==> config.mk <==
export PLATFORM = sky130hd
export DESIGN_NAME = nes_status
export DESIGN_NICKNAME = d
export VERILOG_FILES = /design/src/design/nes_pkg.sv /design/src/design/nes_sector_flags.sv /design/src/design/nes_status.sv
export VERILOG_INCLUDE_DIRS = /design/src /design/src/design
export SDC_FILE = /design/constraint.sdc
export NUM_CORES = 1
export LEC_CHECK = 0
export ABC_CLOCK_PERIOD_IN_PS = 3000
export BUFFER_PORTS_ARGS = -buffer_cell sky130_fd_sc_hd__buf_2
export CAP_MARGIN = 20
export CORE_ASPECT_RATIO = 1.4
export CORE_MARGIN = 2
export CORE_UTILIZATION = 45
export CTS_BUF_LIST = sky130_fd_sc_hd__clkbuf_16
export DETAILED_ROUTE_END_ITERATION = 8
export GPL_TIMING_DRIVEN = 0
export PLACE_DENSITY = 0.69
export SLEW_MARGIN = 20
export SYNTH_ARGS = -nofsm -noshare
export SYNTH_HDL_FRONTEND = slang
export SYNTH_HIERARCHICAL = 1
export SYNTH_SLANG_ARGS = --single-unit
export TNS_END_PERCENT = 1
==> constraint.sdc <==
create_clock -name pclk -period 3 [get_ports pclk]
set_input_delay 0.6 -clock pclk [delete_from_list [all_inputs] [get_ports pclk]]
set_output_delay 0.6 -clock pclk [all_outputs]
set_load 0.005 [all_outputs]
==> src/design/nes_status_regs.svh <==
// Behaviour
// RL1: Second status word holds flags of 256-byte sectors 8 to 15, bytes 2048-4095.
// RL2: All sector flags read zero while correction type selects one code per page.
// RL3: Recoverable flag means one corrected error, or many when multiple flag set.
// RL4: Check byte flag sets on a single bit error inside stored ECC bytes.
// RL5: Software then reads the parity word; the set bit in low 24 bits locates it.
// RL6: Multiple flag sets when more than one error hits a sector, else stays zero.
// RL7: After writing a page main area, host copies parity content into spare area.
// RL8: Bit offset field gives the corrupted bit for a single error; undefined otherwise.
// RL9: Word field locates a single error in 8 or 16 bit words; undefined otherwise.
// RL10: Sector n uses nibble at 4*(n-8): recoverable, check byte, multiple, reserved.
// RL11: Correction type: 0 per page, 1 per 256 bytes, 2 per 512 bytes, 8-bit only.
`ifndef NES_STATUS_REGS_SVH
`define NES_STATUS_REGS_SVH

// Byte addresses on the APB
`define NES_ADDR_LOC 32'h400e002c
`define NES_ADDR_SR2 32'h400e0034
`define NES_ADDR_MODE 32'h400e0020

// Reset values
`define NES_RST_LOC 32'h00000000
`define NES_RST_SR2 32'h00000000
`define NES_RST_MODE 8'h00

// Nibble layout per sector
`define NES_NIB_W 4
`define NES_F_REC 0
`define NES_F_CHK 1
`define NES_F_MUL 2
`define NES_F_RSV 3
`define NES_SECTORS 8
`define NES_SECTOR_HI_BIT 3

// Location word layout
`define NES_BIT_LSB 0
`define NES_BIT_W 4
`define NES_WORD_LSB 4
`define NES_WORD_W 12
`define NES_CHK_W 24

// Mode register layout
`define NES_MODE_TYPE_LSB 0
`define NES_MODE_TYPE_W 2
`define NES_MODE_BUS16 4
`define NES_MODE_W 8

`endif

==> src/design/nes_pkg.sv <==
package nes_pkg;
    // Correction granularity of the ECC engine
    typedef enum logic [1:0]
    {
        one_code_per_page = 2'h0,
        one_code_per_256_bytes = 2'h1,
        one_code_per_512_bytes = 2'h2
    } nes_corr_e;
endpackage

==> src/design/nes_sector_flags.sv <==
`timescale 1ns/10ps
`include "nes_status_regs.svh"
module nes_sector_flags
(
    input wire logic pclk,
    input wire logic presetn,
    input wire logic ev_valid,
    input wire logic ev_single,
    input wire logic ev_check,
    input wire logic ev_multi,
    input wire logic page_clear,
    input wire logic enabled,
    input wire logic [2:0] read_clear,
    output logic [`NES_NIB_W-1:0] flags
);
    logic rec_reg;
    logic chk_reg;
    logic mul_reg;
    logic rec_next;
    logic chk_next;
    logic mul_next;
    logic take;

    // Sets ignored while the page code is in use
    assign take = ev_valid & enabled;

    // Set beats clear so no event is lost to a read
    // RL3 recoverable covers single and multiple
    assign rec_next = (take & (ev_single | ev_multi)) ? 1'b1 :
        ((page_clear | read_clear[`NES_F_REC]) ? 1'b0 : rec_reg);
    // RL4 check byte error capture
    assign chk_next = (take & ev_check) ? 1'b1 :
        ((page_clear | read_clear[`NES_F_CHK]) ? 1'b0 : chk_reg);
    // RL6 multiple only on multiple errors
    assign mul_next = (take & ev_multi) ? 1'b1 :
        ((page_clear | read_clear[`NES_F_MUL]) ? 1'b0 : mul_reg);

    // Flag storage
    always_ff @(posedge pclk or negedge presetn)
    begin
        if (!presetn)
        begin
            rec_reg <= 1'b0;
            chk_reg <= 1'b0;
            mul_reg <= 1'b0;
        end
        else
        begin
            rec_reg <= rec_next;
            chk_reg <= chk_next;
            mul_reg <= mul_next;
        end
    end

    // RL10 nibble packing, reserved bit zero
    // RL2 forced to zero in page mode
    always_comb
    begin
        flags = {`NES_NIB_W{1'b0}};
        flags[`NES_F_REC] = rec_reg & enabled;
        flags[`NES_F_CHK] = chk_reg & enabled;
        flags[`NES_F_MUL] = mul_reg & enabled;
    end
endmodule // nes_sector_flags

==> src/design/nes_status.sv <==
// Decided for this implementation: the APB interface to the registers.
`timescale 1ns/10ps
`include "nes_status_regs.svh"
module nes_status
(
    input wire logic pclk,
    input wire logic presetn,
    input wire logic psel,
    input wire logic penable,
    input wire logic pwrite,
    input wire logic [31:0] paddr,
    input wire logic [31:0] pwdata,
    input wire logic [3:0] pstrb,
    output logic [31:0] prdata,
    output logic pready,
    output logic pslverr,
    input wire logic page_start,
    input wire logic res_valid,
    input wire logic [3:0] res_sector,
    input wire logic res_single,
    input wire logic res_check,
    input wire logic res_multi,
    input wire logic [`NES_BIT_W-1:0] res_bit,
    input wire logic [`NES_WORD_W-1:0] res_word,
    input wire logic [`NES_CHK_W-1:0] res_check_pos,
    output nes_pkg::nes_corr_e correction_type_select
);
    logic [31:0] prdata_reg;
    logic [31:0] prdata_next;
    logic pready_reg;
    logic pslverr_reg;
    logic pslverr_next;
    logic [`NES_MODE_W-1:0] mode_reg;
    logic [`NES_MODE_W-1:0] mode_next;
    nes_pkg::nes_corr_e corr_reg;
    nes_pkg::nes_corr_e corr_next;
    logic [31:0] loc_reg;
    logic [31:0] loc_next;
    logic [31:0] status_word;
    logic [`NES_SECTORS-1:0] rsv_bits;

    wire sel_loc = (paddr == `NES_ADDR_LOC);
    wire sel_sr2 = (paddr == `NES_ADDR_SR2);
    wire sel_mode = (paddr == `NES_ADDR_MODE);
    wire mapped = sel_loc | sel_sr2 | sel_mode;
    wire setup_ph = psel & ~penable;
    wire done = psel & penable & pready_reg;
    wire wr_done = done & pwrite;
    wire sr2_read_done = done & ~pwrite & sel_sr2;
    wire mode_wr = wr_done & sel_mode & pstrb[0];
    wire flags_on = (corr_reg != nes_pkg::one_code_per_page);
    wire sector_hit = res_valid & res_sector[`NES_SECTOR_HI_BIT];
    wire page_loc_upd = res_valid & ~res_multi & ~flags_on;

    // Bus answer: zero wait states, data latched in setup
    assign prdata_next = sel_loc ? loc_reg :
        (sel_sr2 ? status_word :
        (sel_mode ? {{(32-`NES_MODE_W){1'b0}}, mode_reg} : 32'h00000000));
    // Holes and writes to read-only words answer with an error
    assign pslverr_next = ~mapped | (pwrite & ~sel_mode);

    // Mode register write, low byte lane only
    assign mode_next = mode_wr ? pwdata[`NES_MODE_W-1:0] : mode_reg;

    // RL11 wide memory or undefined code falls back to page
    always_comb
    begin
        case (mode_reg[`NES_MODE_TYPE_LSB +: `NES_MODE_TYPE_W])
            2'h1:
                corr_next = mode_reg[`NES_MODE_BUS16] ? nes_pkg::one_code_per_page
                    : nes_pkg::one_code_per_256_bytes;
            2'h2:
                corr_next = mode_reg[`NES_MODE_BUS16] ? nes_pkg::one_code_per_page
                    : nes_pkg::one_code_per_512_bytes;
            default:
                corr_next = nes_pkg::one_code_per_page;
        endcase
    end

    // RL8 bit offset and RL9 word location of a single error
    // RL5 check byte errors leave the failing bit in the low 24 bits
    assign loc_next = page_start ? `NES_RST_LOC :
        (!page_loc_upd ? loc_reg :
        (res_check ? {{(32-`NES_CHK_W){1'b0}}, res_check_pos}
        : {{(32-`NES_WORD_W-`NES_BIT_W){1'b0}}, res_word, res_bit}));

    // Bus side flops
    always_ff @(posedge pclk or negedge presetn)
    begin
        if (!presetn)
        begin
            prdata_reg <= 32'h00000000;
            pready_reg <= 1'b0;
            pslverr_reg <= 1'b0;
        end
        else
        begin
            prdata_reg <= setup_ph ? prdata_next : prdata_reg;
            pready_reg <= setup_ph;
            pslverr_reg <= setup_ph ? pslverr_next : 1'b0;
        end
    end

    // Mode, effective type and location
    always_ff @(posedge pclk or negedge presetn)
    begin
        if (!presetn)
        begin
            mode_reg <= `NES_RST_MODE;
            corr_reg <= nes_pkg::one_code_per_page;
            loc_reg <= `NES_RST_LOC;
        end
        else
        begin
            mode_reg <= mode_next;
            corr_reg <= corr_next;
            loc_reg <= loc_next;
        end
    end

    assign prdata = prdata_reg;
    assign pready = pready_reg;
    assign pslverr = pslverr_reg;
    assign correction_type_select = corr_reg;

    // RL1 one flag cell per upper sector
    // Clear only the bits that were returned, so late events survive
    genvar gi;
    generate
        for (gi = 0; gi < `NES_SECTORS; gi++)
        begin : g_sector
            wire hit = sector_hit & (res_sector[2:0] == 3'(gi));
            wire [2:0] rd_clr = {3{sr2_read_done}} & prdata_reg[gi*`NES_NIB_W +: 3];
            nes_sector_flags u_flags
            (
                .pclk(pclk),
                .presetn(presetn),
                .ev_valid(hit),
                .ev_single(res_single),
                .ev_check(res_check),
                .ev_multi(res_multi),
                .page_clear(page_start),
                .enabled(flags_on),
                .read_clear(rd_clr),
                .flags(status_word[gi*`NES_NIB_W +: `NES_NIB_W])
            );
            assign rsv_bits[gi] = status_word[gi*`NES_NIB_W + `NES_F_RSV];
        end
    endgenerate

    wire [2:0] ev_idx = res_sector[2:0];
    wire quiet = ~page_start & ~sr2_read_done & ~mode_wr;

    // Low byte lane, the only lane the mode register takes
    wire [`NES_MODE_W-1:0] mode_lane = pwdata[`NES_MODE_W-1:0];
endmodule // nes_status

==> impl_results.html, run 1 <==
<table>
<tr><th>Metric</th><th>Value</th></tr>
<tr><th colspan="2">Timing</th></tr>
<tr><td>Number of pins exceeding their max-slew limit in the final report</td><td>0</td></tr>
<tr><td>Worst clock skew</td><td>0.0114 ns</td></tr>
<tr><td>Worst relative slew slack</td><td>0.459</td></tr>
<tr><td>Time the final worst path needs with I/O delays and setup</td><td>2.39 ns</td></tr>
<tr><td>Setup repair after global routing missed its margin</td><td>false</td></tr>
<tr><td>Period utilisation layout</td><td>0.796</td></tr>
<tr><td>Slew @ Worst Pin</td><td>0.812 ns</td></tr>
<tr><td>Hold WS</td><td>0.291 ns</td></tr>
<tr><td>Final-report setup violation count</td><td>0</td></tr>
<tr><td>PnR worst setup slack</td><td>0.613 ns</td></tr>
<tr><td>Max Freq</td><td>419 MHz</td></tr>
<tr><td>Setup TNS Final</td><td>0 ns</td></tr>
<tr><td>Final-report hold violation count</td><td>0</td></tr>
<tr><th colspan="2">Clocking</th></tr>
<tr><td>Clock sinks</td><td>92</td></tr>
<tr><td>Source-to-sink clock delay at the later pin of the worst-skew pair</td><td>0.35 ns</td></tr>
<tr><td>H-Tree Depth</td><td>3</td></tr>
<tr><td>Post-cts sizing count</td><td>0</td></tr>
<tr><td>CTS Root Cell</td><td>sky130_fd_sc_hd__clkbuf_16</td></tr>
<tr><td>Number of buffers created by CTS</td><td>9</td></tr>
<tr><td>Clock-pin slew on the worst setup and hold paths</td><td>0.06 ns</td></tr>
<tr><td>Bufs on Longest Clock Path</td><td>2</td></tr>
<tr><td>Count of hold buffers inserted by post-cts repair</td><td>0</td></tr>
<tr><td>Clock tree from TritonCTS</td><td>built</td></tr>
<tr><td>Number of setup buffers added after CTS</td><td>0</td></tr>
<tr><th colspan="2">Setup path</th></tr>
<tr><td>Data arrival time of the critical path</td><td>2.65 ns</td></tr>
<tr><td>Crit end category</td><td>register</td></tr>
<tr><td>Critical path's slowest cell</td><td>sky130_fd_sc_hd__or2_2</td></tr>
<tr><td>Worst R2R Start</td><td>correction_type_select[1]$_DFF_PN0_</td></tr>
<tr><td>Critical path origin</td><td>correction_type_select[1]$_DFF_PN0_</td></tr>
<tr><td>Maximum fanout count along the critical path</td><td>50</td></tr>
<tr><td>Family of cells with the greatest summed delay on the critical path</td><td>simple AND/OR/NAND/NOR gates</td></tr>
<tr><td>CP Data Required Time</td><td>3.26 ns</td></tr>
<tr><td>Worst path bufs/invs</td><td>1</td></tr>
<tr><td>Category of the worst setup path launch point</td><td>register</td></tr>
<tr><td>Largest incremental delay on the critical path</td><td>0.61 ns</td></tr>
<tr><td>Worst Setup Path Type</td><td>reg -&gt; reg</td></tr>
<tr><td>Cell-by-cell listing of the critical path</td><td>or2_2, nor3b_1, clkbuf_1, nand3_1, a21oi_1</td></tr>
<tr><th colspan="2">Route</th></tr>
<tr><td>First drt pass iteration count</td><td>5</td></tr>
<tr><td>Wirelength per Cell</td><td>16.9 um</td></tr>
<tr><td>Final wirelength</td><td>12,900 um</td></tr>
<tr><td>Post-route DRC</td><td>0</td></tr>
<tr><td>Number of vias per cell after detailed routing</td><td>5.48</td></tr>
<tr><td>Number of vias after detailed routing</td><td>4,183</td></tr>
<tr><td>Number of DRC markers after the initial detailed-route iteration</td><td>200</td></tr>
<tr><td>Final antenna-violating net count</td><td>0</td></tr>
<tr><th colspan="2">Yosys</th></tr>
<tr><td>Number of synthesis warnings</td><td>6</td></tr>
<tr><td>EDFF count, synth</td><td>0</td></tr>
<tr><td>Cells after synthesis</td><td>479</td></tr>
<tr><td>#FFs+latches synth</td><td>92</td></tr>
<tr><td>Post-Syn Nets</td><td>603</td></tr>
<tr><td>Netlist Area Pre-Place</td><td>4760 um^2</td></tr>
<tr><td>Sequential cell area fraction in the yosys report</td><td>0.484</td></tr>
<tr><td>Yosys top cell area share</td><td>0.484</td></tr>
<tr><td>Dominant cell type by area after synthesis</td><td>sky130_fd_sc_hd__dfrtp_1</td></tr>
<tr><td>Average instance area after synthesis</td><td>9.93 um^2</td></tr>
<tr><td>Unique masters post-synth</td><td>46</td></tr>
<tr><td>Share of flip-flops with an asynchronous set or reset after synthesis</td><td>1.00</td></tr>
<tr><td>Leading cell types by total area after synthesis</td><td>sky130_fd_sc_hd__dfrtp_1, sky130_fd_sc_hd__and2_1, sky130_fd_sc_hd__nand2_1</td></tr>
<tr><td>Main synth FF type</td><td>sky130_fd_sc_hd__dfrtp_1</td></tr>
<tr><th colspan="2">Hold path</th></tr>
<tr><td>Hold crit path type</td><td>in -&gt; async</td></tr>
<tr><th colspan="2">Layout</th></tr>
<tr><td>Flip-flop count of the largest register after layout</td><td>32</td></tr>
<tr><td>Layout fillers</td><td>971</td></tr>
<tr><td>Proportion of layout cells with a drive suffix above 1</td><td>0.284</td></tr>
<tr><td>Total number of nets in the final design</td><td>745</td></tr>
<tr><td>Area growth, synth to finish</td><td>23.9%</td></tr>
<tr><td>Diodes inserted</td><td>0</td></tr>
<tr><td>Core Util, Final</td><td>0.570</td></tr>
<tr><td>Commonest non-fill, non-tap cells in the layout</td><td>sky130_fd_sc_hd__buf_2, sky130_fd_sc_hd__dfrtp_1, sky130_fd_sc_hd__and2_1</td></tr>
<tr><td>Most common cell after layout, fill and taps aside</td><td>sky130_fd_sc_hd__buf_2</td></tr>
<tr><th colspan="2">Global routing</th></tr>
<tr><td>Aggregate global-route resource usage</td><td>0.230</td></tr>
<tr><td>Global-route wire length before repair</td><td>21,200 um</td></tr>
<tr><td>Via count of the first global-routing pass</td><td>4,353</td></tr>
<tr><td>Number of antenna violations at the first check in global routing</td><td>0</td></tr>
<tr><td>Pin count of the biggest net entering global routing</td><td>52</td></tr>
<tr><td>Global route overflow</td><td>0</td></tr>
<tr><th colspan="2">Run status</th></tr>
<tr><td>Run status</td><td>complete, no violations</td></tr>
<tr><th colspan="2">Floorplan</th></tr>
<tr><td>DIE AREA</td><td>11,400 um^2</td></tr>
<tr><td>Vertical die dimension</td><td>126 um</td></tr>
<tr><td>Core outline area</td><td>10,300 um^2</td></tr>
<tr><td>Row cnt</td><td>44</td></tr>
<tr><td>Overall die width</td><td>90.9 um</td></tr>
<tr><td>Initial core utilization</td><td>0.460</td></tr>
<tr><td>Number of ports placed on the die boundary</td><td>158</td></tr>
<tr><th colspan="2">Flow run</th></tr>
<tr><td>Max-cap violations</td><td>0</td></tr>
<tr><th colspan="2">Pwr</th></tr>
<tr><td>Pwr per Cell Area</td><td>445 nW/um^2</td></tr>
<tr><td>IR Drop Worst-Case VDD</td><td>0.000269 V</td></tr>
<tr><td>P_leak</td><td>2.78 nW</td></tr>
<tr><th colspan="2">Placed design</th></tr>
<tr><td>Placed wire-length estimate</td><td>9290 um</td></tr>
<tr><td>Worst slack, placed</td><td>0.269 ns</td></tr>
<tr><td>Quantity of I/O buffers inserted on ports</td><td>130</td></tr>
<tr><td>Final weighted congestion of routability-driven global placement</td><td>0.803</td></tr>
</table>
[cell type report]
| class | instances | area (um^2) | area share |
|---|---|---|---|
| Clock buffer | 9 | 225 | 0.0382 |
| Timing Repair Buffer | 131 | 673 | 0.114 |
| Buffer | 34 | 193 | 0.0327 |
| Sequential cell | 92 | 2300 | 0.390 |
| Multi-Input combinational cell | 349 | 2250 | 0.381 |
| Clock inverter | 7 | 67.6 | 0.0115 |
| Inverter | 4 | 15.0 | 0.00255 |
| Tap cell | 138 | 173 | 0.0293 |
[through the flow]
stage               std cells  cell area, um^2  power, mW
finish                    764             5900       2.62
global route              764             5900       2.71
CTS                       764             5900       2.63
detailed placement        748             5600       1.53
global placement          747             5580       1.52
floorplan                 479             4760       1.39
[cells by family (layout without fill, tap and decap cells)]
group                    Yosys count  in the layout  synth area share
AO/OA/AOI/OAI                    122            122             0.181
multiplexers                      24             24            0.0589
adder cells (fa/ha/maj)            2              2           0.00526
XOR/XNOR                           1              1           0.00184
AND/OR/NAND/NOR                  192            192             0.219
flip-flops                        92             92             0.484
buffers and inverters             38            185            0.0436
other                              8              8           0.00631
[per-layer routing]
metal	track usage	share of wire	up-vias
met1	0.286	0.42	2037
met2	0.408	0.51	144
li1	-	-	1992
met3	0.0317	0.053	10
met5	0	0	-
met4	0.0829	0.011	0
[cell usage after synthesis (all sizes together) (9+ instances only)]
cell type and instances:
a211oi 16, a21oi 9, a32o 16, a32oi 16, and2 52, buf 16
clkbuf 18, dfrtp 92, mux2i 16, nand2 49, nand2b 11, nand3 10
nor2 39, o21ai 40
[power by group]
part | total, mW | internal, mW | switching [mW]
clock | 1.12 | 0.641 | 0.481
combinational | 0.231 | 0.0936 | 0.137
sequential | 1.27 | 1.26 | 0.0119
total | 2.62 | 1.99 | 0.631
[final timing paths]
check | slack (ns) | depth (start not counted) | to
worst max register to register | 0.61 | 5 | loc_reg[23]$_DFFE_PN0P_
worst min register to register | 0.48 | 2 | prdata[23]$_DFFE_PN0P_
worst min-delay path | 0.29 | 1 | loc_reg[7]$_DFFE_PN0P_
max in group asynchronous | 2.06 | 2 | prdata[16]$_DFFE_PN0P_
worst max-delay path | 0.61 | 5 | loc_reg[23]$_DFFE_PN0P_
min in group pclk | 0.48 | 2 | prdata[23]$_DFFE_PN0P_
[worst reg2reg max path: cells and delay by family (launching register included)]
family,cells,cell delay [ns]
simple gates,3,1.33
buf+inv,1,0.45
flops,1,0.37
compound gates,1,0.17
No activity file was read; power rests on OpenSTA's default activity.
==> run 2: changes to the inputs <==
--- a/config.mk
+++ b/config.mk
@@ -6,7 +6,7 @@
 export SDC_FILE = /design/constraint.sdc
 export NUM_CORES = 1
 export LEC_CHECK = 0
-export ABC_CLOCK_PERIOD_IN_PS = 3000
+export ABC_CLOCK_PERIOD_IN_PS = 2100
 export BUFFER_PORTS_ARGS = -buffer_cell sky130_fd_sc_hd__buf_2
 export CAP_MARGIN = 20
 export CORE_ASPECT_RATIO = 1.4
@@ -15,7 +15,7 @@
 export CTS_BUF_LIST = sky130_fd_sc_hd__clkbuf_16
 export DETAILED_ROUTE_END_ITERATION = 8
 export GPL_TIMING_DRIVEN = 0
-export PLACE_DENSITY = 0.69
+export PLACE_DENSITY = 0.72
 export SLEW_MARGIN = 20
 export SYNTH_ARGS = -nofsm -noshare
 export SYNTH_HDL_FRONTEND = slang
==> constraint.sdc (replaced) <==
create_clock -name pclk -period 2.1 [get_ports pclk]
set_input_delay 0.42 -clock pclk [delete_from_list [all_inputs] [get_ports pclk]]
set_output_delay 0.42 -clock pclk [all_outputs]
set_load 0.005 [all_outputs]
==> run 2 against run 1 <==
Sequential share of layout area is 0.34 points lower. Sequential power is 43% higher. Non-clock buffer count is 2 higher. Flip-flop and latch count stayed put. Clock skew is 0.0044 ns lower. Combinational power is 43% higher. Clock-buffer cell count stayed put. Cell count is 0.26% higher. Wire length is 2.8% lower. Highest routed layer unchanged. Clock power is 52% higher.
==> impl_results.html, run 2 (synthesis gave the netlist of run 1 again) <==
<table>
<tr><th>Metric</th><th>Value</th></tr>
<tr><th colspan="2">Placed design</th></tr>
<tr><td>Placed wire-length estimate</td><td>9160 um (-1.4%)</td></tr>
<tr><td>Final weighted congestion of routability-driven global placement</td><td>0.774 (-3.5%)</td></tr>
<tr><td>Quantity of I/O buffers inserted on ports</td><td>130 (unchanged)</td></tr>
<tr><td>Worst slack, placed</td><td>-0.367 ns (-0.636 ns)</td></tr>
<tr><th colspan="2">Setup path</th></tr>
<tr><td>CP Data Required Time</td><td>2.32 ns (-0.94 ns)</td></tr>
<tr><td>Crit end category</td><td>register</td></tr>
<tr><td>Maximum fanout count along the critical path</td><td>10 (-80%)</td></tr>
<tr><td>Data arrival time of the critical path</td><td>2.30 ns (-0.35 ns)</td></tr>
<tr><td>Category of the worst setup path launch point</td><td>input pin</td></tr>
<tr><td>Worst Setup Path Type</td><td>in -&gt; reg</td></tr>
<tr><td>Slack of the worst reg-to-reg path</td><td>0.25 ns (-0.36 ns)</td></tr>
<tr><th colspan="2">Timing</th></tr>
<tr><td>Worst clock skew</td><td>0.00706 ns (-0.00439 ns)</td></tr>
<tr><td>Worst relative slew slack</td><td>0.551 (+0.0921)</td></tr>
<tr><td>Max Freq</td><td>481 MHz</td></tr>
<tr><td>Setup repair after global routing missed its margin</td><td>true</td></tr>
<tr><td>Number of pins exceeding their max-slew limit in the final report</td><td>0 (unchanged)</td></tr>
<tr><td>Slew @ Worst Pin</td><td>0.673 ns (-0.138 ns)</td></tr>
<tr><td>Hold WS</td><td>0.0883 ns (-0.202 ns)</td></tr>
<tr><td>Period utilisation layout</td><td>0.989</td></tr>
<tr><td>Final-report hold violation count</td><td>0 (unchanged)</td></tr>
<tr><td>PnR worst setup slack</td><td>0.0230 ns (-0.590 ns)</td></tr>
<tr><td>Time the final worst path needs with I/O delays and setup</td><td>2.08 ns</td></tr>
<tr><td>Setup TNS Final</td><td>0 ns (unchanged)</td></tr>
<tr><td>Final-report setup violation count</td><td>0 (unchanged)</td></tr>
<tr><th colspan="2">Route</th></tr>
<tr><td>Number of vias per cell after detailed routing</td><td>5.43 (-0.83%)</td></tr>
<tr><td>Post-route DRC</td><td>0 (unchanged)</td></tr>
<tr><td>Wirelength per Cell</td><td>16.3 um (-3.1%)</td></tr>
<tr><td>Final wirelength</td><td>12,500 um (-2.8%)</td></tr>
<tr><td>Number of vias after detailed routing</td><td>4,159 (-0.57%)</td></tr>
<tr><td>Final antenna-violating net count</td><td>0 (unchanged)</td></tr>
<tr><td>Number of DRC markers after the initial detailed-route iteration</td><td>253 (+27%)</td></tr>
<tr><td>First drt pass iteration count</td><td>4 (-1)</td></tr>
<tr><th colspan="2">Pwr</th></tr>
<tr><td>Total net switching power</td><td>0.878 mW (+39%)</td></tr>
<tr><td>Sequential power share</td><td>0.473 (-0.011)</td></tr>
<tr><td>Pwr per Cell Area</td><td>646 nW/um^2 (+45%)</td></tr>
<tr><td>Fraction of power consumed by combinational cells</td><td>0.086 (-0.002)</td></tr>
<tr><td>IR Drop Worst-Case VDD</td><td>0.000401 V (+49%)</td></tr>
<tr><td>Fraction of power consumed by the clock network</td><td>0.441 (+0.013)</td></tr>
<tr><td>Internal power</td><td>2.96 mW (+49%)</td></tr>
<tr><td>P_leak</td><td>2.83 nW (+1.6%)</td></tr>
<tr><td>Switching Fraction</td><td>0.229 (-0.0118)</td></tr>
<tr><td>Total power</td><td>3.84 mW (+46%)</td></tr>
<tr><th colspan="2">Layout</th></tr>
<tr><td>Total number of nets in the final design</td><td>747 (+0.27%)</td></tr>
<tr><td>Multi-input gate area</td><td>2260 um^2 (+0.39%)</td></tr>
<tr><td>Commonest non-fill, non-tap cells in the layout</td><td>sky130_fd_sc_hd__buf_2, sky130_fd_sc_hd__dfrtp_1, sky130_fd_sc_hd__and2_1</td></tr>
<tr><td>Flip-flop count of the largest register after layout</td><td>32 (unchanged)</td></tr>
<tr><td>Layout fillers</td><td>957 (-1.4%)</td></tr>
<tr><td>Proportion of layout cells with a drive suffix above 1</td><td>0.293 (+0.00865)</td></tr>
<tr><td>Area growth, synth to finish</td><td>25.0%</td></tr>
<tr><td>Footprint of the flip-flops and latches</td><td>2300 um^2 (unchanged)</td></tr>
<tr><td>Diodes inserted</td><td>0 (unchanged)</td></tr>
<tr><td>Most common cell after layout, fill and taps aside</td><td>sky130_fd_sc_hd__buf_2</td></tr>
<tr><th colspan="2">Run status</th></tr>
<tr><td>Run status</td><td>complete, no violations</td></tr>
<tr><th colspan="2">Clocking</th></tr>
<tr><td>Clock tree from TritonCTS</td><td>built</td></tr>
<tr><td>Clock sinks</td><td>92 (unchanged)</td></tr>
<tr><td>Clock-pin slew on the worst setup and hold paths</td><td>0.06 ns (about the same)</td></tr>
<tr><td>H-Tree Depth</td><td>3 (unchanged)</td></tr>
<tr><td>Count of hold buffers inserted by post-cts repair</td><td>0 (unchanged)</td></tr>
<tr><td>Bufs on Longest Clock Path</td><td>2 (unchanged)</td></tr>
<tr><td>Number of buffers created by CTS</td><td>9 (unchanged)</td></tr>
<tr><td>CTS Root Cell</td><td>sky130_fd_sc_hd__clkbuf_16</td></tr>
<tr><td>Source-to-sink clock delay at the later pin of the worst-skew pair</td><td>0.34 ns (about the same)</td></tr>
<tr><th colspan="2">Floorplan</th></tr>
<tr><td>Overall die width</td><td>90.9 um (unchanged)</td></tr>
<tr><td>DIE AREA</td><td>11,400 um^2 (unchanged)</td></tr>
<tr><td>Core outline area</td><td>10,300 um^2 (unchanged)</td></tr>
<tr><td>Vertical die dimension</td><td>126 um (unchanged)</td></tr>
<tr><td>Number of ports placed on the die boundary</td><td>158 (unchanged)</td></tr>
<tr><td>Initial core utilization</td><td>0.460 (unchanged)</td></tr>
<tr><td>Row cnt</td><td>44 (unchanged)</td></tr>
<tr><th colspan="2">Global routing</th></tr>
<tr><td>Aggregate global-route resource usage</td><td>0.223 (-0.00664)</td></tr>
<tr><td>Pin count of the biggest net entering global routing</td><td>51 (-1.9%)</td></tr>
<tr><td>Global-route wire length before repair</td><td>20,400 um (-3.6%)</td></tr>
<tr><td>Number of antenna violations at the first check in global routing</td><td>0 (unchanged)</td></tr>
<tr><td>Via count of the first global-routing pass</td><td>4,223 (-3.0%)</td></tr>
<tr><td>Global route overflow</td><td>0 (unchanged)</td></tr>
<tr><th colspan="2">Flow run</th></tr>
<tr><td>Max-cap violations</td><td>0 (unchanged)</td></tr>
<tr><th colspan="2">Hold path</th></tr>
<tr><td>Hold crit path type</td><td>in -&gt; async</td></tr>
</table>
## run 2: changes by cell type in the layout (fill, tap and decap cells not counted), sizes merged
cell and delta:
buf +2, clkinvlp -2, bufinv +1, inv +1
## run 2: cell type report
class / instances / area share
clock buffer: 9 / 0.0379
timing repair buffer: 133 / 0.117
buffer: 34 / 0.0332
sequential: 92 / 0.387
tap: 138 / 0.0290
clock inverter: 7 / 0.0139
multi-input combinational: 349 / 0.379
inverter: 4 / 0.00252
## run 2: through the flow
step	area, um^2	util	instances
3_3_place_gp	5580	0.539	747
3_5_place_dp	5610	0.542	748
4_1_cts	5930	0.573	764
2_1_floorplan	4760	-	479
5_1_grt	5950	0.575	766
6_report	5950	0.575	766
## run 2: power by group through the flow
stage                     registers (mW)  clock network [mW]  logic, mW
after global placement              1.85                   0      0.317
after floorplan                     1.84                   0      0.139
after CTS                           1.82                1.71      0.334
final                               1.82                1.70      0.331
after detailed placement            1.85                   0      0.332
after global routing                1.82                1.78      0.372
## run 2: path summary, 6_finish.rpt
path	endpoint	cells past startpoint	startpoint
max	g_sector[1].u_flags/chk_reg$_DFFE_PN0P_	8	paddr[14]
min	prdata[3]$_DFFE_PN0P_	1	presetn
max reg2reg	loc_reg[23]$_DFFE_PN0P_	5	correction_type_select[1]$_DFF_PN0_
min reg2reg	prdata[27]$_DFFE_PN0P_	2	prdata[27]$_DFFE_PN0P_
max in group asynchronous	g_sector[3].u_flags/chk_reg$_DFFE_PN0P_	2	presetn
min in group pclk	mode_reg[5]$_DFFE_PN0P_	2	pwdata[5]
## run 2: critical path, stage by stage
cell and delay, ns:
sky130_fd_sc_hd__buf_2 0.10, sky130_fd_sc_hd__or4_4 0.59, sky130_fd_sc_hd__nor4_4 0.32, sky130_fd_sc_hd__and4_4 0.31, sky130_fd_sc_hd__buf_6 0.14, sky130_fd_sc_hd__and2_1 0.13
sky130_fd_sc_hd__nor2_1 0.04, sky130_fd_sc_hd__a32o_1 0.24
## run 2: what timing repair did
item | CTS | global route
setup buffers | 0 | 2
endpoints found under the hold margin | 0 | 0
resized for setup | 3 | 6
pin swaps | 1 | 14
endpoints found under the setup margin | 28 | 29
## run 2: routing by layer
layer | global-route usage | share of wire | vias to the layer above
met3 | 0.0413 | 0.063 | 14
met2 | 0.397 | 0.53 | 137
met4 | 0.0784 | 0.014 | 0
li1 | - | - | 1993
met5 | 0 | 0 | -
met1 | 0.272 | 0.39 | 2015
==> run 3: changes to the inputs <==
--- a/config.mk
+++ b/config.mk
@@ -9,7 +9,7 @@
 export ABC_CLOCK_PERIOD_IN_PS = 2100
 export BUFFER_PORTS_ARGS = -buffer_cell sky130_fd_sc_hd__buf_2
 export CAP_MARGIN = 20
-export CORE_ASPECT_RATIO = 1.4
+export CORE_ASPECT_RATIO = 0.75
 export CORE_MARGIN = 2
 export CORE_UTILIZATION = 45
 export CTS_BUF_LIST = sky130_fd_sc_hd__clkbuf_16
==> run 3 against run 2 <==
The flow now finishes with violations (setup timing). Via count is 2.0% higher. Cell count fell by 0.39%. Critical path type unchanged. Power rose by 1.0%. First-iteration DRC count rose by 24%. Largest cell class unchanged. Clock power is essentially flat. Hold slack better by 0.22 ns. Maximum frequency shrank 1.8%. Sequential power barely moved. Clock skew decreased by 0.0032 ns. Flip-flop and latch count did not move.
==> impl_results.html, run 3 (synthesis gave the netlist of run 1 again) <==
<table>
<tr><th>Metric</th><th>Value</th></tr>
<tr><th colspan="2">Setup path</th></tr>
<tr><td>Worst Reg-to-Reg Cells</td><td>5 (unchanged)</td></tr>
<tr><td>Category of the worst setup path launch point</td><td>input pin</td></tr>
<tr><td>Crit end category</td><td>register</td></tr>
<tr><td>Reg-to-Reg End</td><td>loc_reg[3]$_DFFE_PN0P_</td></tr>
<tr><td>CP Data Required Time</td><td>2.33 ns (about the same)</td></tr>
<tr><td>Worst Setup Path Type</td><td>in -&gt; reg</td></tr>
<tr><td>Data arrival time of the critical path</td><td>2.35 ns (+0.05 ns)</td></tr>
<tr><td>Maximum fanout count along the critical path</td><td>10 (unchanged)</td></tr>
<tr><td>Worst R2R Start</td><td>correction_type_select[1]$_DFF_PN0_</td></tr>
<tr><td>Slack of the worst reg-to-reg path</td><td>0.09 ns (-0.16 ns)</td></tr>
<tr><th colspan="2">Route</th></tr>
<tr><td>Final wirelength</td><td>13,100 um (+4.7%)</td></tr>
<tr><td>First drt pass iteration count</td><td>5 (+1)</td></tr>
<tr><td>Number of vias per cell after detailed routing</td><td>5.56 (+2.4%)</td></tr>
<tr><td>Final antenna-violating net count</td><td>0 (unchanged)</td></tr>
<tr><td>Wirelength per Cell</td><td>17.2 um (+5.1%)</td></tr>
<tr><td>Number of DRC markers after the initial detailed-route iteration</td><td>314 (+24%)</td></tr>
<tr><td>Post-route DRC</td><td>0 (unchanged)</td></tr>
<tr><td>Number of vias after detailed routing</td><td>4,243 (+2.0%)</td></tr>
<tr><th colspan="2">Timing</th></tr>
<tr><td>Time the final worst path needs with I/O delays and setup</td><td>2.12 ns (+0.0387 ns)</td></tr>
<tr><td>PnR worst setup slack</td><td>-0.0157 ns (-0.0387 ns)</td></tr>
<tr><td>Worst clock skew</td><td>0.00384 ns (-0.00322 ns)</td></tr>
<tr><td>Worst relative slew slack</td><td>0.499 (-0.0522)</td></tr>
<tr><td>Setup TNS Final</td><td>-0.0157 ns (-0.0157 ns)</td></tr>
<tr><td>Period utilisation layout</td><td>1.01 (+0.0184)</td></tr>
<tr><td>Setup repair after global routing missed its margin</td><td>true</td></tr>
<tr><td>Max Freq</td><td>473 MHz (-1.8%)</td></tr>
<tr><td>Final-report setup violation count</td><td>1 (+1)</td></tr>
<tr><td>Number of pins exceeding their max-slew limit in the final report</td><td>0 (unchanged)</td></tr>
<tr><td>Final-report hold violation count</td><td>0 (unchanged)</td></tr>
<tr><td>Slew @ Worst Pin</td><td>0.752 ns (+0.0783 ns)</td></tr>
<tr><th colspan="2">Run status</th></tr>
<tr><td>Run status</td><td>complete, but fails checks</td></tr>
<tr><td>Violations in the final reports</td><td>setup timing</td></tr>
<tr><th colspan="2">Floorplan</th></tr>
<tr><td>Vertical die dimension</td><td>93.1 um (-26%)</td></tr>
<tr><td>DIE AREA</td><td>11,400 um^2 (about the same)</td></tr>
<tr><td>Number of ports placed on the die boundary</td><td>158 (unchanged)</td></tr>
<tr><td>Initial core utilization</td><td>0.462 (+0.00268)</td></tr>
<tr><td>Row cnt</td><td>32 (-27%)</td></tr>
<tr><td>Overall die width</td><td>123 um (+35%)</td></tr>
<tr><td>Core outline area</td><td>10,300 um^2 (-0.58%)</td></tr>
<tr><th colspan="2">Pwr</th></tr>
<tr><td>P_leak</td><td>2.82 nW (-0.33%)</td></tr>
<tr><td>Switching Fraction</td><td>0.234 (+0.00510)</td></tr>
<tr><td>Fraction of power consumed by the clock network</td><td>0.445 (+0.004)</td></tr>
<tr><td>Total power</td><td>3.88 mW (+1.0%)</td></tr>
<tr><td>IR Drop Worst-Case VDD</td><td>0.000419 V (+4.5%)</td></tr>
<tr><td>Internal power</td><td>2.97 mW (+0.36%)</td></tr>
<tr><td>Total net switching power</td><td>0.907 mW (+3.3%)</td></tr>
<tr><td>Fraction of power consumed by combinational cells</td><td>0.088 (+0.002)</td></tr>
<tr><td>Pwr per Cell Area</td><td>652 nW/um^2 (+0.96%)</td></tr>
<tr><td>Sequential power share</td><td>0.467 (-0.006)</td></tr>
<tr><th colspan="2">Hold path</th></tr>
<tr><td>Hold Path Cell Cnt</td><td>2</td></tr>
<tr><td>Launch instance of the worst min-delay path</td><td>pwdata[6]</td></tr>
<tr><td>Hold endpoint</td><td>mode_reg[6]$_DFFE_PN0P_</td></tr>
<tr><td>Hold crit path type</td><td>in -&gt; reg</td></tr>
<tr><th colspan="2">Placed design</th></tr>
<tr><td>Placed wire-length estimate</td><td>9350 um (+2.1%)</td></tr>
<tr><td>Quantity of I/O buffers inserted on ports</td><td>130 (unchanged)</td></tr>
<tr><td>Final weighted congestion of routability-driven global placement</td><td>0.824 (+6.4%)</td></tr>
<tr><th colspan="2">Global routing</th></tr>
<tr><td>Number of antenna violations at the first check in global routing</td><td>0 (unchanged)</td></tr>
<tr><td>Via count of the first global-routing pass</td><td>4,082 (-3.3%)</td></tr>
<tr><td>Pin count of the biggest net entering global routing</td><td>55 (+7.8%)</td></tr>
<tr><td>Global route overflow</td><td>0 (unchanged)</td></tr>
<tr><td>Global-route wire length before repair</td><td>20,800 um (+1.6%)</td></tr>
<tr><td>Aggregate global-route resource usage</td><td>0.237 (+0.0134)</td></tr>
<tr><th colspan="2">Clocking</th></tr>
<tr><td>CTS Root Cell</td><td>sky130_fd_sc_hd__clkbuf_16</td></tr>
<tr><td>Clock tree from TritonCTS</td><td>built</td></tr>
<tr><td>Number of setup buffers added after CTS</td><td>0 (unchanged)</td></tr>
<tr><td>H-Tree Depth</td><td>3 (unchanged)</td></tr>
<tr><td>Number of buffers created by CTS</td><td>9 (unchanged)</td></tr>
<tr><td>Clock-pin slew on the worst setup and hold paths</td><td>0.06 ns (about the same)</td></tr>
<tr><td>Clock sinks</td><td>92 (unchanged)</td></tr>
<tr><td>Source-to-sink clock delay at the later pin of the worst-skew pair</td><td>0.34 ns (about the same)</td></tr>
<tr><td>Bufs on Longest Clock Path</td><td>2 (unchanged)</td></tr>
<tr><th colspan="2">Flow run</th></tr>
<tr><td>Max-cap violations</td><td>0 (unchanged)</td></tr>
<tr><th colspan="2">Layout</th></tr>
<tr><td>Total number of nets in the final design</td><td>746 (-0.13%)</td></tr>
<tr><td>Commonest non-fill, non-tap cells in the layout</td><td>sky130_fd_sc_hd__buf_2, sky130_fd_sc_hd__dfrtp_1, sky130_fd_sc_hd__and2_1</td></tr>
<tr><td>Layout fillers</td><td>889 (-7.1%)</td></tr>
<tr><td>Most common cell after layout, fill and taps aside</td><td>sky130_fd_sc_hd__buf_2</td></tr>
<tr><td>Area growth, synth to finish</td><td>25.1% (about the same)</td></tr>
<tr><td>Proportion of layout cells with a drive suffix above 1</td><td>0.292 (-0.00113)</td></tr>
<tr><td>Flip-flop count of the largest register after layout</td><td>32 (unchanged)</td></tr>
<tr><td>Diodes inserted</td><td>0 (unchanged)</td></tr>
</table>
[run 3: changes by cell type in the layout (fill, tap and decap cells not counted)]
cell	change
sky130_fd_sc_hd__buf_4	-3
sky130_fd_sc_hd__clkbuf_1	+1
sky130_fd_sc_hd__buf_6	+1
sky130_fd_sc_hd__clkinvlp_4	+1
sky130_fd_sc_hd__inv_1	-1
sky130_fd_sc_hd__clkinv_1	-1
sky130_fd_sc_hd__clkbuf_2	-1
sky130_fd_sc_hd__dlygate4sd3_1	+1
sky130_fd_sc_hd__clkinv_4	+1
[run 3: how the worst max path moves through the flow]
stage	slack, ns	to	cells after the start	from
2_1_floorplan	-0.04	g_sector[0].u_flags/chk_reg$_DFFE_PN0P_	7	paddr[13]
3_3_place_gp	-0.33	g_sector[4].u_flags/chk_reg$_DFFE_PN0P_	8	paddr[13]
3_5_place_dp	-0.36	g_sector[4].u_flags/chk_reg$_DFFE_PN0P_	8	paddr[13]
4_1_cts	-0.03	g_sector[3].u_flags/mul_reg$_DFFE_PN0P_	8	paddr[13]
5_1_grt	-0.12	g_sector[3].u_flags/mul_reg$_DFFE_PN0P_	8	paddr[13]
6_report	-0.02	g_sector[3].u_flags/mul_reg$_DFFE_PN0P_	8	paddr[13]
[run 3: routing by layer]
metal | wire length, um | track usage | vias up | part of all wire
met5 | 0 | 0 | - | 0
met4 | 201 | 0.0632 | 0 | 0.015
met3 | 803 | 0.0451 | 17 | 0.061
met2 | 6080 | 0.379 | 146 | 0.46
met1 | 6020 | 0.330 | 2086 | 0.46
li1 | - | - | 1994 | -
[run 3: through the flow]
stage               utilization  hold slack [ns]  cells  area, um^2  setup slack (ns)
detailed placement        0.546            0.349    746        5610            -0.365
floorplan                     -            0.124    479        4760           -0.0440
global route              0.578            0.305    763        5950            -0.117
CTS                       0.578            0.298    763        5950           -0.0262
global placement          0.542            0.458    745        5580            -0.328
finish                    0.578            0.305    763        5950           -0.0157
[run 3: worst max-delay path: stages]
cell and delay [ns]:
sky130_fd_sc_hd__buf_2 0.09, sky130_fd_sc_hd__or4_4 0.60, sky130_fd_sc_hd__nor4_4 0.33, sky130_fd_sc_hd__and4_4 0.32
sky130_fd_sc_hd__buf_6 0.16, sky130_fd_sc_hd__and2_1 0.14, sky130_fd_sc_hd__nor2_1 0.05, sky130_fd_sc_hd__a32o_1 0.25
[run 3: layout make-up]
type / instances / area, um^2 / area share
Clock inverter: 7 / 91.3 / 0.0153
Tap cell: 136 / 170 / 0.0286
Clock buffer: 9 / 225 / 0.0378
Buffer: 34 / 196 / 0.0330
Inverter: 4 / 15.0 / 0.00252
Timing Repair Buffer: 132 / 694 / 0.117
Multi-Input combinational cell: 349 / 2260 / 0.379
Sequential cell: 92 / 2300 / 0.387
[run 3: power groups by stage]
stage                     clock, mW  sequential, mW  combinational [mW]
after CTS                      1.75            1.81               0.342
final                          1.73            1.81               0.342
after floorplan                   0            1.84               0.139
after global routing           1.82            1.82               0.379
after global placement            0            1.85               0.320
after detailed placement          0            1.85               0.337
[run 3: repair_timing]
item	4_1_cts	5_1_grt
pin swaps	0	4
setup endpoints to repair	25	36
resized for setup	4	2
hold endpoints to repair	38	0
hold buffers	1	0
